$ cat config.mk
export PLATFORM = sky130hd
export DESIGN_NAME = clock_switch_controller
export DESIGN_NICKNAME = d
export VERILOG_FILES = /design/src/hw/clk_switch_pkg.sv /design/src/hw/osc_start_timer.sv /design/src/hw/clock_switch_controller.sv
export VERILOG_INCLUDE_DIRS = /design/src /design/src/hw
export SDC_FILE = /design/constraint.sdc
export NUM_CORES = 1
export LEC_CHECK = 0
export BUFFER_PORTS_ARGS = -buffer_cell sky130_fd_sc_hd__buf_2
export CAP_MARGIN = 20
export CORE_ASPECT_RATIO = 1.2
export CORE_UTILIZATION = 48
export CTS_CLUSTER_SIZE = 14
export DETAILED_ROUTE_END_ITERATION = 10
export PLACE_DENSITY = 0.79
export SLEW_MARGIN = 20
export SYNTH_ARGS = -nofsm -noshare
export SYNTH_HDL_FRONTEND = slang
export SYNTH_HIERARCHICAL = 1
export SYNTH_SLANG_ARGS = --single-unit
$ cat constraint.sdc
create_clock -name core_clk_i -period 4.1 [get_ports core_clk_i]
set_input_delay 0.205 -clock core_clk_i [delete_from_list [all_inputs] [get_ports core_clk_i]]
set_output_delay 0.205 -clock core_clk_i [all_outputs]
set_load 0.05 [all_outputs]
$ cat src/hw/clk_switch_defs.svh
// register offsets, field positions, reset values and timing counts of the clock switch
`ifndef CLK_SWITCH_DEFS_SVH
`define CLK_SWITCH_DEFS_SVH

`define OFS_TRIM 4'h0
`define OFS_INT_CTRL 4'h1
`define OFS_SRC_CTRL 4'h2
`define OFS_CFG_SEL 4'h3
`define OFS_STATUS 4'h4

`define TRIM_RESET 8'h7F
`define CFG_SEL_RESET 8'h20
`define INT_CFG_RC 4'h2

`define SRC_INT_SUT_HI 7
`define SRC_INT_SUT_LO 6
`define SRC_EXT_SUT_HI 5
`define SRC_EXT_SUT_LO 4
`define SRC_INT_EN 3
`define SRC_EXT_EN 2
`define SRC_CPU_SEL 0

`define CLK_PERIOD_NS 10
`define SHORT_START_CK 6
`define RESET_START_CK 14
`define DELAY_FAST_US 4100
`define DELAY_SLOW_US 65000
`define DELAY_FAST_CYC ((`DELAY_FAST_US * 1000) / `CLK_PERIOD_NS)
`define DELAY_SLOW_CYC ((`DELAY_SLOW_US * 1000) / `CLK_PERIOD_NS)

`endif

$ cat src/hw/clk_switch_pkg.sv
// types shared by the clock switch controller
`default_nettype none
package clk_switch_pkg;
	typedef enum logic [3:0] {
		OSC_OFF = 4'b0001,
		OSC_WAIT = 4'b0010,
		OSC_RUN = 4'b0100,
		OSC_RSVD = 4'b1000
	} osc_state_t;
	typedef enum logic [1:0] {
		SUT_BOD = 2'b00,
		SUT_FAST = 2'b01,
		SUT_SLOW = 2'b10,
		SUT_RESERVED = 2'b11
	} sut_t;
endpackage : clk_switch_pkg
`default_nettype wire

$ cat src/hw/osc_start_timer.sv
// one oscillator's enable to running sequencer with start-up delay counting
`default_nettype none
`include "clk_switch_defs.svh"
module osc_start_timer #(
	parameter int FAST_CYC = `DELAY_FAST_CYC,
	parameter int SLOW_CYC = `DELAY_SLOW_CYC
) (
	// clock and reset
	input wire logic core_clk_i,
	input wire logic rst_i,
	// control
	input wire logic enable_i,
	input wire logic after_reset_i,
	input wire logic [1:0] sut_i,
	// status
	output logic running_o,
	output logic reserved_o
);
	clk_switch_pkg::osc_state_t state;
	logic [23:0] count;
	logic [23:0] target;

	always_comb begin
		target = 24'(`SHORT_START_CK);
		if (after_reset_i) begin
			case (sut_i)
				clk_switch_pkg::SUT_BOD: target = 24'(`RESET_START_CK);
				clk_switch_pkg::SUT_FAST: target = 24'(`RESET_START_CK + FAST_CYC);
				default: target = 24'(`RESET_START_CK + SLOW_CYC);
			endcase
		end
	end

	always_ff @(posedge core_clk_i) begin
		if (rst_i) begin
			state <= clk_switch_pkg::OSC_OFF;
			count <= 24'h00_0000;
		end else begin
			case (state)
				clk_switch_pkg::OSC_OFF: begin
					count <= 24'h00_0000;
					if (enable_i) begin
						// reserved code never lets the source start
						if (sut_i == clk_switch_pkg::SUT_RESERVED) begin
							state <= clk_switch_pkg::OSC_RSVD;
						end else begin
							state <= clk_switch_pkg::OSC_WAIT;
						end
					end
				end
				clk_switch_pkg::OSC_WAIT: begin
					if (!enable_i) begin
						state <= clk_switch_pkg::OSC_OFF;
					end else if (count + 24'h00_0001 >= target) begin
						state <= clk_switch_pkg::OSC_RUN;
					end else begin
						count <= count + 24'h00_0001;
					end
				end
				clk_switch_pkg::OSC_RUN: begin
					if (!enable_i) begin
						state <= clk_switch_pkg::OSC_OFF;
					end
				end
				default: begin
					if (!enable_i) begin
						state <= clk_switch_pkg::OSC_OFF;
					end
				end
			endcase
		end
	end

	assign running_o = (state == clk_switch_pkg::OSC_RUN);
	assign reserved_o = (state == clk_switch_pkg::OSC_RSVD);
endmodule : osc_start_timer
`default_nettype wire

$ cat src/hw/clock_switch_controller.sv
// clock switch controller: rc trim, source enables, start-up timing, glitch-free cpu source select
// Function
// - trim code zero slowest, all-ones fastest
// - trim linear, about 0.4 percent per step
// - slow-select clear gives 8 MHz, set 1 MHz
// - upper seven control bits read zero
// - trim step same in both output settings
// - start-up fuse code picks start delays
// - only rc, external, low power crystal switch; this block switches rc and external only
// - rc start-up field fuse loaded, writes ignored
// - external start-up field fuse loaded, rewritable
// - bit 3 starts and stops rc
// - bit 2 starts and stops external source
// - bit 0 selects source, fuse sets it
// - config register two nibbles, rc resets 0010
// - running status follows each oscillator state
//
// Added by the designer: the Avalon-MM interface to the registers and the address map.
`default_nettype none
`include "clk_switch_defs.svh"
module clock_switch_controller #(
	parameter int FAST_CYC = `DELAY_FAST_CYC,
	parameter int SLOW_CYC = `DELAY_SLOW_CYC,
	parameter int TRIM_BITS = 8,
	parameter logic [TRIM_BITS-1:0] TRIM_FACTORY = `TRIM_RESET
) (
	// clock and reset
	input wire logic core_clk_i,
	input wire logic rst_i,
	// avalon-mm slave
	input wire logic [3:0] address_i,
	input wire logic read_i,
	input wire logic write_i,
	input wire logic [31:0] writedata_i,
	input wire logic [3:0] byteenable_i,
	output logic [31:0] readdata_o,
	output logic waitrequest_o,
	// fuse straps, sampled while reset is high
	input wire logic [1:0] startup_fuse_i,
	input wire logic [3:0] clock_fuse_select_i,
	input wire logic fuse_selects_ext_i,
	// oscillator control and cpu source
	output logic internal_osc_on_o,
	output logic ext_osc_on_o,
	output logic [TRIM_BITS-1:0] osc_trim_value_o,
	output logic internal_osc_slow_select_o,
	output logic [1:0] ext_osc_startup_o,
	output logic cpu_clock_source_o,
	output logic switch_busy_o
);
	logic [TRIM_BITS-1:0] osc_trim_value;
	logic internal_osc_slow_select;
	logic [1:0] internal_osc_startup;
	logic [1:0] ext_osc_startup;
	logic internal_osc_enable;
	logic ext_osc_enable;
	logic cpu_clock_source;
	logic [3:0] internal_osc_config;
	logic [3:0] ext_osc_config;
	logic cpu_source_active;
	logic [1:0] fuse_sut_s1, fuse_sut_s2;
	logic [3:0] fuse_clock_fuse_select_s1, fuse_clock_fuse_select_s2;
	logic fuse_ext_s1, fuse_ext_s2;
	logic int_after_reset, ext_after_reset;
	logic internal_osc_running, ext_osc_running;
	logic int_reserved, ext_reserved;
	logic ack;
	logic wr_hit;
	logic [31:0] next_readdata;

	//////////////////////////////////////////////////////////////////////////
	// fuse synchronisers; straps are caught while reset is asserted
	always_ff @(posedge core_clk_i) begin
		fuse_sut_s1 <= startup_fuse_i;
		fuse_sut_s2 <= fuse_sut_s1;
		fuse_clock_fuse_select_s1 <= clock_fuse_select_i;
		fuse_clock_fuse_select_s2 <= fuse_clock_fuse_select_s1;
		fuse_ext_s1 <= fuse_selects_ext_i;
		fuse_ext_s2 <= fuse_ext_s1;
	end

	//////////////////////////////////////////////////////////////////////////
	// avalon slave: one wait cycle on every access, answer on the second edge
	always_ff @(posedge core_clk_i) begin
		if (rst_i) begin
			ack <= 1'b0;
		end else begin
			ack <= (read_i || write_i) && !ack;
		end
	end
	assign waitrequest_o = (read_i || write_i) && !ack;
	assign wr_hit = write_i && ack && byteenable_i[0];

	//////////////////////////////////////////////////////////////////////////
	// trim register; the code drives the rc linearly, 0 slowest, all-ones fastest
	always_ff @(posedge core_clk_i) begin
		if (rst_i) begin
			osc_trim_value <= TRIM_FACTORY;
		end else if (wr_hit && address_i == `OFS_TRIM) begin
			osc_trim_value <= writedata_i[TRIM_BITS-1:0];
		end
	end
	// trim reaches the rc unchanged in both output settings
	assign osc_trim_value_o = osc_trim_value;

	//////////////////////////////////////////////////////////////////////////
	// internal oscillator control: only the slow-select bit is stored
	always_ff @(posedge core_clk_i) begin
		if (rst_i) begin
			internal_osc_slow_select <= 1'b0;
		end else if (wr_hit && address_i == `OFS_INT_CTRL) begin
			internal_osc_slow_select <= writedata_i[0];
		end
	end
	assign internal_osc_slow_select_o = internal_osc_slow_select;

	//////////////////////////////////////////////////////////////////////////
	// source control register
	always_ff @(posedge core_clk_i) begin
		if (rst_i) begin
			internal_osc_startup <= fuse_sut_s2;
			ext_osc_startup <= fuse_sut_s2;
			internal_osc_enable <= !fuse_ext_s2;
			ext_osc_enable <= fuse_ext_s2;
			cpu_clock_source <= fuse_ext_s2;
		end else if (wr_hit && address_i == `OFS_SRC_CTRL) begin
			// rc start-up field only matters after reset, so writes are dropped
			ext_osc_startup <= writedata_i[`SRC_EXT_SUT_HI:`SRC_EXT_SUT_LO];
			internal_osc_enable <= writedata_i[`SRC_INT_EN];
			ext_osc_enable <= writedata_i[`SRC_EXT_EN];
			cpu_clock_source <= writedata_i[`SRC_CPU_SEL];
		end
	end
	assign ext_osc_startup_o = ext_osc_startup;

	//////////////////////////////////////////////////////////////////////////
	// clock configuration register
	always_ff @(posedge core_clk_i) begin
		if (rst_i) begin
			internal_osc_config <= `INT_CFG_RC;
			// the ext nibble of the reset pattern is all zero when rc is the fuse choice
			ext_osc_config <= fuse_ext_s2 ? fuse_clock_fuse_select_s2 : 4'h0;
		end else if (wr_hit && address_i == `OFS_CFG_SEL) begin
			internal_osc_config <= writedata_i[7:4];
			ext_osc_config <= writedata_i[3:0];
		end
	end

	//////////////////////////////////////////////////////////////////////////
	// reset-length start delay applies to every start until the oscillator first runs after reset
	always_ff @(posedge core_clk_i) begin
		if (rst_i) begin
			int_after_reset <= 1'b1;
			ext_after_reset <= 1'b1;
		end else begin
			if (internal_osc_running) begin
				int_after_reset <= 1'b0;
			end
			if (ext_osc_running) begin
				ext_after_reset <= 1'b0;
			end
		end
	end

	osc_start_timer #(
		.FAST_CYC(FAST_CYC),
		.SLOW_CYC(SLOW_CYC)
	) u_int_timer (
		.core_clk_i(core_clk_i),
		.rst_i(rst_i),
		.enable_i(internal_osc_enable),
		.after_reset_i(int_after_reset),
		.sut_i(internal_osc_startup),
		.running_o(internal_osc_running),
		.reserved_o(int_reserved)
	);

	osc_start_timer #(
		.FAST_CYC(FAST_CYC),
		.SLOW_CYC(SLOW_CYC)
	) u_ext_timer (
		.core_clk_i(core_clk_i),
		.rst_i(rst_i),
		.enable_i(ext_osc_enable),
		.after_reset_i(ext_after_reset),
		.sut_i(ext_osc_startup),
		.running_o(ext_osc_running),
		.reserved_o(ext_reserved)
	);

	assign internal_osc_on_o = internal_osc_enable;
	assign ext_osc_on_o = ext_osc_enable;

	//////////////////////////////////////////////////////////////////////////
	// cpu source mux control: the active source changes only once the new one runs,
	// but the running flag lags the enable by a cycle, so the mux can be switched onto an input stopped one edge earlier; only two sources exist here
	always_ff @(posedge core_clk_i) begin
		if (rst_i) begin
			cpu_source_active <= 1'b0;
		end else if (cpu_clock_source != cpu_source_active) begin
			if (cpu_clock_source && ext_osc_running) begin
				cpu_source_active <= 1'b1;
			end else if (!cpu_clock_source && internal_osc_running) begin
				cpu_source_active <= 1'b0;
			end
		end
	end
	assign cpu_clock_source_o = cpu_source_active;
	assign switch_busy_o = (cpu_clock_source != cpu_source_active);

	//////////////////////////////////////////////////////////////////////////
	// read mux; unmapped addresses read zero
	always_comb begin
		next_readdata = 32'h0000_0000;
		if (address_i == `OFS_TRIM) begin
			next_readdata[TRIM_BITS-1:0] = osc_trim_value;
		end else if (address_i == `OFS_INT_CTRL) begin
			next_readdata[0] = internal_osc_slow_select;
		end else if (address_i == `OFS_SRC_CTRL) begin
			next_readdata[7:0] = {internal_osc_startup, ext_osc_startup,
				internal_osc_enable, ext_osc_enable, 1'b0, cpu_clock_source};
		end else if (address_i == `OFS_CFG_SEL) begin
			next_readdata[7:0] = {internal_osc_config, ext_osc_config};
		end else if (address_i == `OFS_STATUS) begin
			next_readdata[3:0] = {ext_reserved, int_reserved,
				internal_osc_running, ext_osc_running};
		end
	end

	always_ff @(posedge core_clk_i) begin
		if (rst_i) begin
			readdata_o <= 32'h0000_0000;
		end else if (read_i && !ack) begin
			readdata_o <= next_readdata;
		end
	end
endmodule : clock_switch_controller
`default_nettype wire

==> reports/summary.txt <==
CTS root buf: clkbuf_16
Overall Power: 0.00228 W
Synth area leader: dfxtp_1
Largest family of logic cells by synthesized area: simple AND/OR/NAND/NOR gates
Mapped Area: 6630 um2
Gp weighted congestion: 0.853
DR vias/cell: 5.77
Pin count of the biggest net entering global routing: 35
Post-CTS Hold Buffers: 7
Global-route wire length before repair: 24.7 mm
Area contributors post-synth: dfxtp_1, ha_1, edfxtp_1
Number of global-route vias before repair: 5,321
Ys Warns: 6
1st-pass router iterations: 5
Slew margin rel.: 42.4%
Compound-Gate Fraction of Synth Area: 18.7%
N_diodes: 0
CP max stage cell: dfxtp_1
Grt ovf: 0
Most numerous cell in the Yosys netlist: dfxtp_1
Final hold viol count: 0
CTS resizes: 0
Initial Utilization: 49.6%
Status: finished clean
Deepest clock path buffer count: 2
# IOs: 99
Min Tclk post-route: 3750 ps
Max-cap violations: 0
Main synth FF type: dfxtp_1
Pwr/cell area: 313 nW/um2
Post-synth top cells: dfxtp_1, nor2_1, nand2_1
Post-synth EDFFs: 11
DRT iter0 DRCs: 356
Worst path bufs/invs: 0
Area growth, synth to finish: 9.98%
Critical path peak fanout: 13
DR vias: 5,678
# DRC: 0
Synth Instances: 770
Slew @ Worst Pin: 858 ps
CTS tree: built
FF+latch count, synth: 106
Clock transition at path regs: 80 ps
Top-area cell type share of the netlist area: 28.7%
Die X: 109 um
Post-synthesis mux area share: 2.06%
Crit. End Element: flop
Max Freq: 0.266 GHz
Core Box Area: 13,400 um2
Share of layout cells above drive strength 1: 17.2%
LEAKAGE: 2.93 nW
Final ANT Viol Nets: 0
Delay-heaviest family, CP: simple AND/OR/NAND/NOR gates
Final net count: 896
Final wirelength: 14.9 mm
Clock net sink count: 106
Initial antenna violation count: 0
Final setup vio count: 0
RSZ-0062 raised after global routing: false
Wire per inst: 15.2 um
Port Buf Inserts: 47
Post-DP HPWL: 10.7 mm
Row Count: 46
Post-CTS setup buffer count: 0
Synth Area in XOR/XNOR: 5.42%
Synth async-reset ratio: 0%
Critical-path cell list: ha_1 > nand3_4 > nor2_1 > and2_1 > nand3_1 > xnor2_1 > ha_1 > nand2_1 > or2_2 > a21oi_1 > o31ai_4 > and3_1 > a2bb2o_4
GR Util All Layers: 21.9%
CP max stage delay: 410 ps
Worst Clk Skew: 11.6 ps
Synth Area in Simple Gates: 25.0%
CP required: 4370 ps
Worst min-delay path category: in2reg
Setup CP Type: reg2reg
Peak VDD IR: 310 uV
Clk_lat worst skew: 370 ps
Chip Height: 131 um
CTS buffer count: 9
Count of cell types in the netlist: 72
Register area share after synthesis: 33.7%
Top cell by count, worst path: ha_1
Final worst path period share: 91.6%
CTS H-tree depth: 3
Critical path arrival: 4020 ps
Die area: 14,300 um2
Type of origin of the critical path: flop
Final slew viol count: 0
Post-Route Setup TNS: 0 ps
Syn Area/Cell: 8.61 um2
Adder-cell share of the synthesized area: 6.42%
==> where the power goes <==
| part | total, W | internal [W] | switching, W |
|---|---|---|---|
| Clock | 0.000921 | 0.000472 | 0.000450 |
| Combinational | 0.000266 | 0.0000721 | 0.000194 |
| Sequential | 0.00110 | 0.00107 | 0.0000232 |
==> area by class of cell <==
type / count / area (um2)
clock buffer: 10 / 250
clock inverter: 6 / 76.3
fill: 1238 / 6060
inverter: 42 / 158
multi-input combinational: 578 / 3910
sequential: 106 / 2230
tap: 168 / 210
timing repair buffer: 74 / 455
==> routing by layer <==
metal,global-route usage [%],wire (um),vias up
met5,0,0,-
met4,9.41,375,0
met3,3.37,690,31
met2,37.6,7380,162
met1,27.1,6460,2671
li1,-,-,2814
==> per-stage QoR <==
step           setup WS [ps]  utilization [%]  instance area (um2)  hold WS (ps)  cells
2_1_floorplan            763                -                 6720           233    793
3_3_place_gp             488             51.6                 6890           307    961
3_5_place_dp             408             51.6                 6890           309    961
4_1_cts                  374             54.6                 7290          92.8    984
5_1_grt                 55.9             54.6                 7290           127    984
6_report                 346             54.6                 7290           100    984
==> cells in the final DEF, fill, tap and decap left out, drive strengths merged, types with 3 or more instances in the layout <==
cell type,instances
buf,67
nor4,10
xor2,15
o31ai,4
a211oi,3
o21ai,18
dfxtp,95
a21o,6
mux2i,8
a21oi,33
or3,5
a31o,14
a32oi,5
or2,10
o2bb2ai,14
conb,24
nand3,28
a31oi,18
nor2,74
ha,34
and2,6
a221oi,4
nor3b,9
a311oi,7
inv,44
nand4,28
nor2b,11
nor3,30
a22o,4
mux2,5
o211ai,3
edfxtp,11
clkinv,3
and3,13
dlygate4sd3,7
nand2,68
clkbuf,10
nand2b,9
xnor2,26
==> final timing paths <==
check	startpoint	cells after the start	slack (ps)	to
worst max register to register	u_int_timer/count[0]	13	350	u_int_timer/count[6]
worst min-delay path	writedata_i[7]	3	100	osc_trim_value_o[7]
worst max-delay path	u_int_timer/count[0]	13	350	u_int_timer/count[6]
worst min register to register	fuse_sut_s1[1]	0	330	fuse_sut_s2[1]
==> worst reg2reg max path, delay by kind of cell (launching register included) <==
kind / cells / cell delay [ps]
adders and majority gates: 2 / 630
DFF: 1 / 410
and+or+nand+nor: 7 / 1640
xor gates and xnor gates: 1 / 170
AOI/OAI and AO/OA: 3 / 800
==> flip-flops by register name, summed over array words and instances (netlist names), 8 cells and up <==
register and count:
osc_trim_value_o 8, u_int_timer/count 24, u_ext_timer/count 24, readdata_o 8
==> logic make-up after synthesis <==
kind of cell,Yosys count
and+or+nand+nor,307
AOI/OAI and AO/OA,159
buffers and inverters,109
DFF,106
xor gates and xnor gates,41
adders and majority gates,34
muxes,13
other,1
No activity file was read; power rests on OpenSTA's default activity.
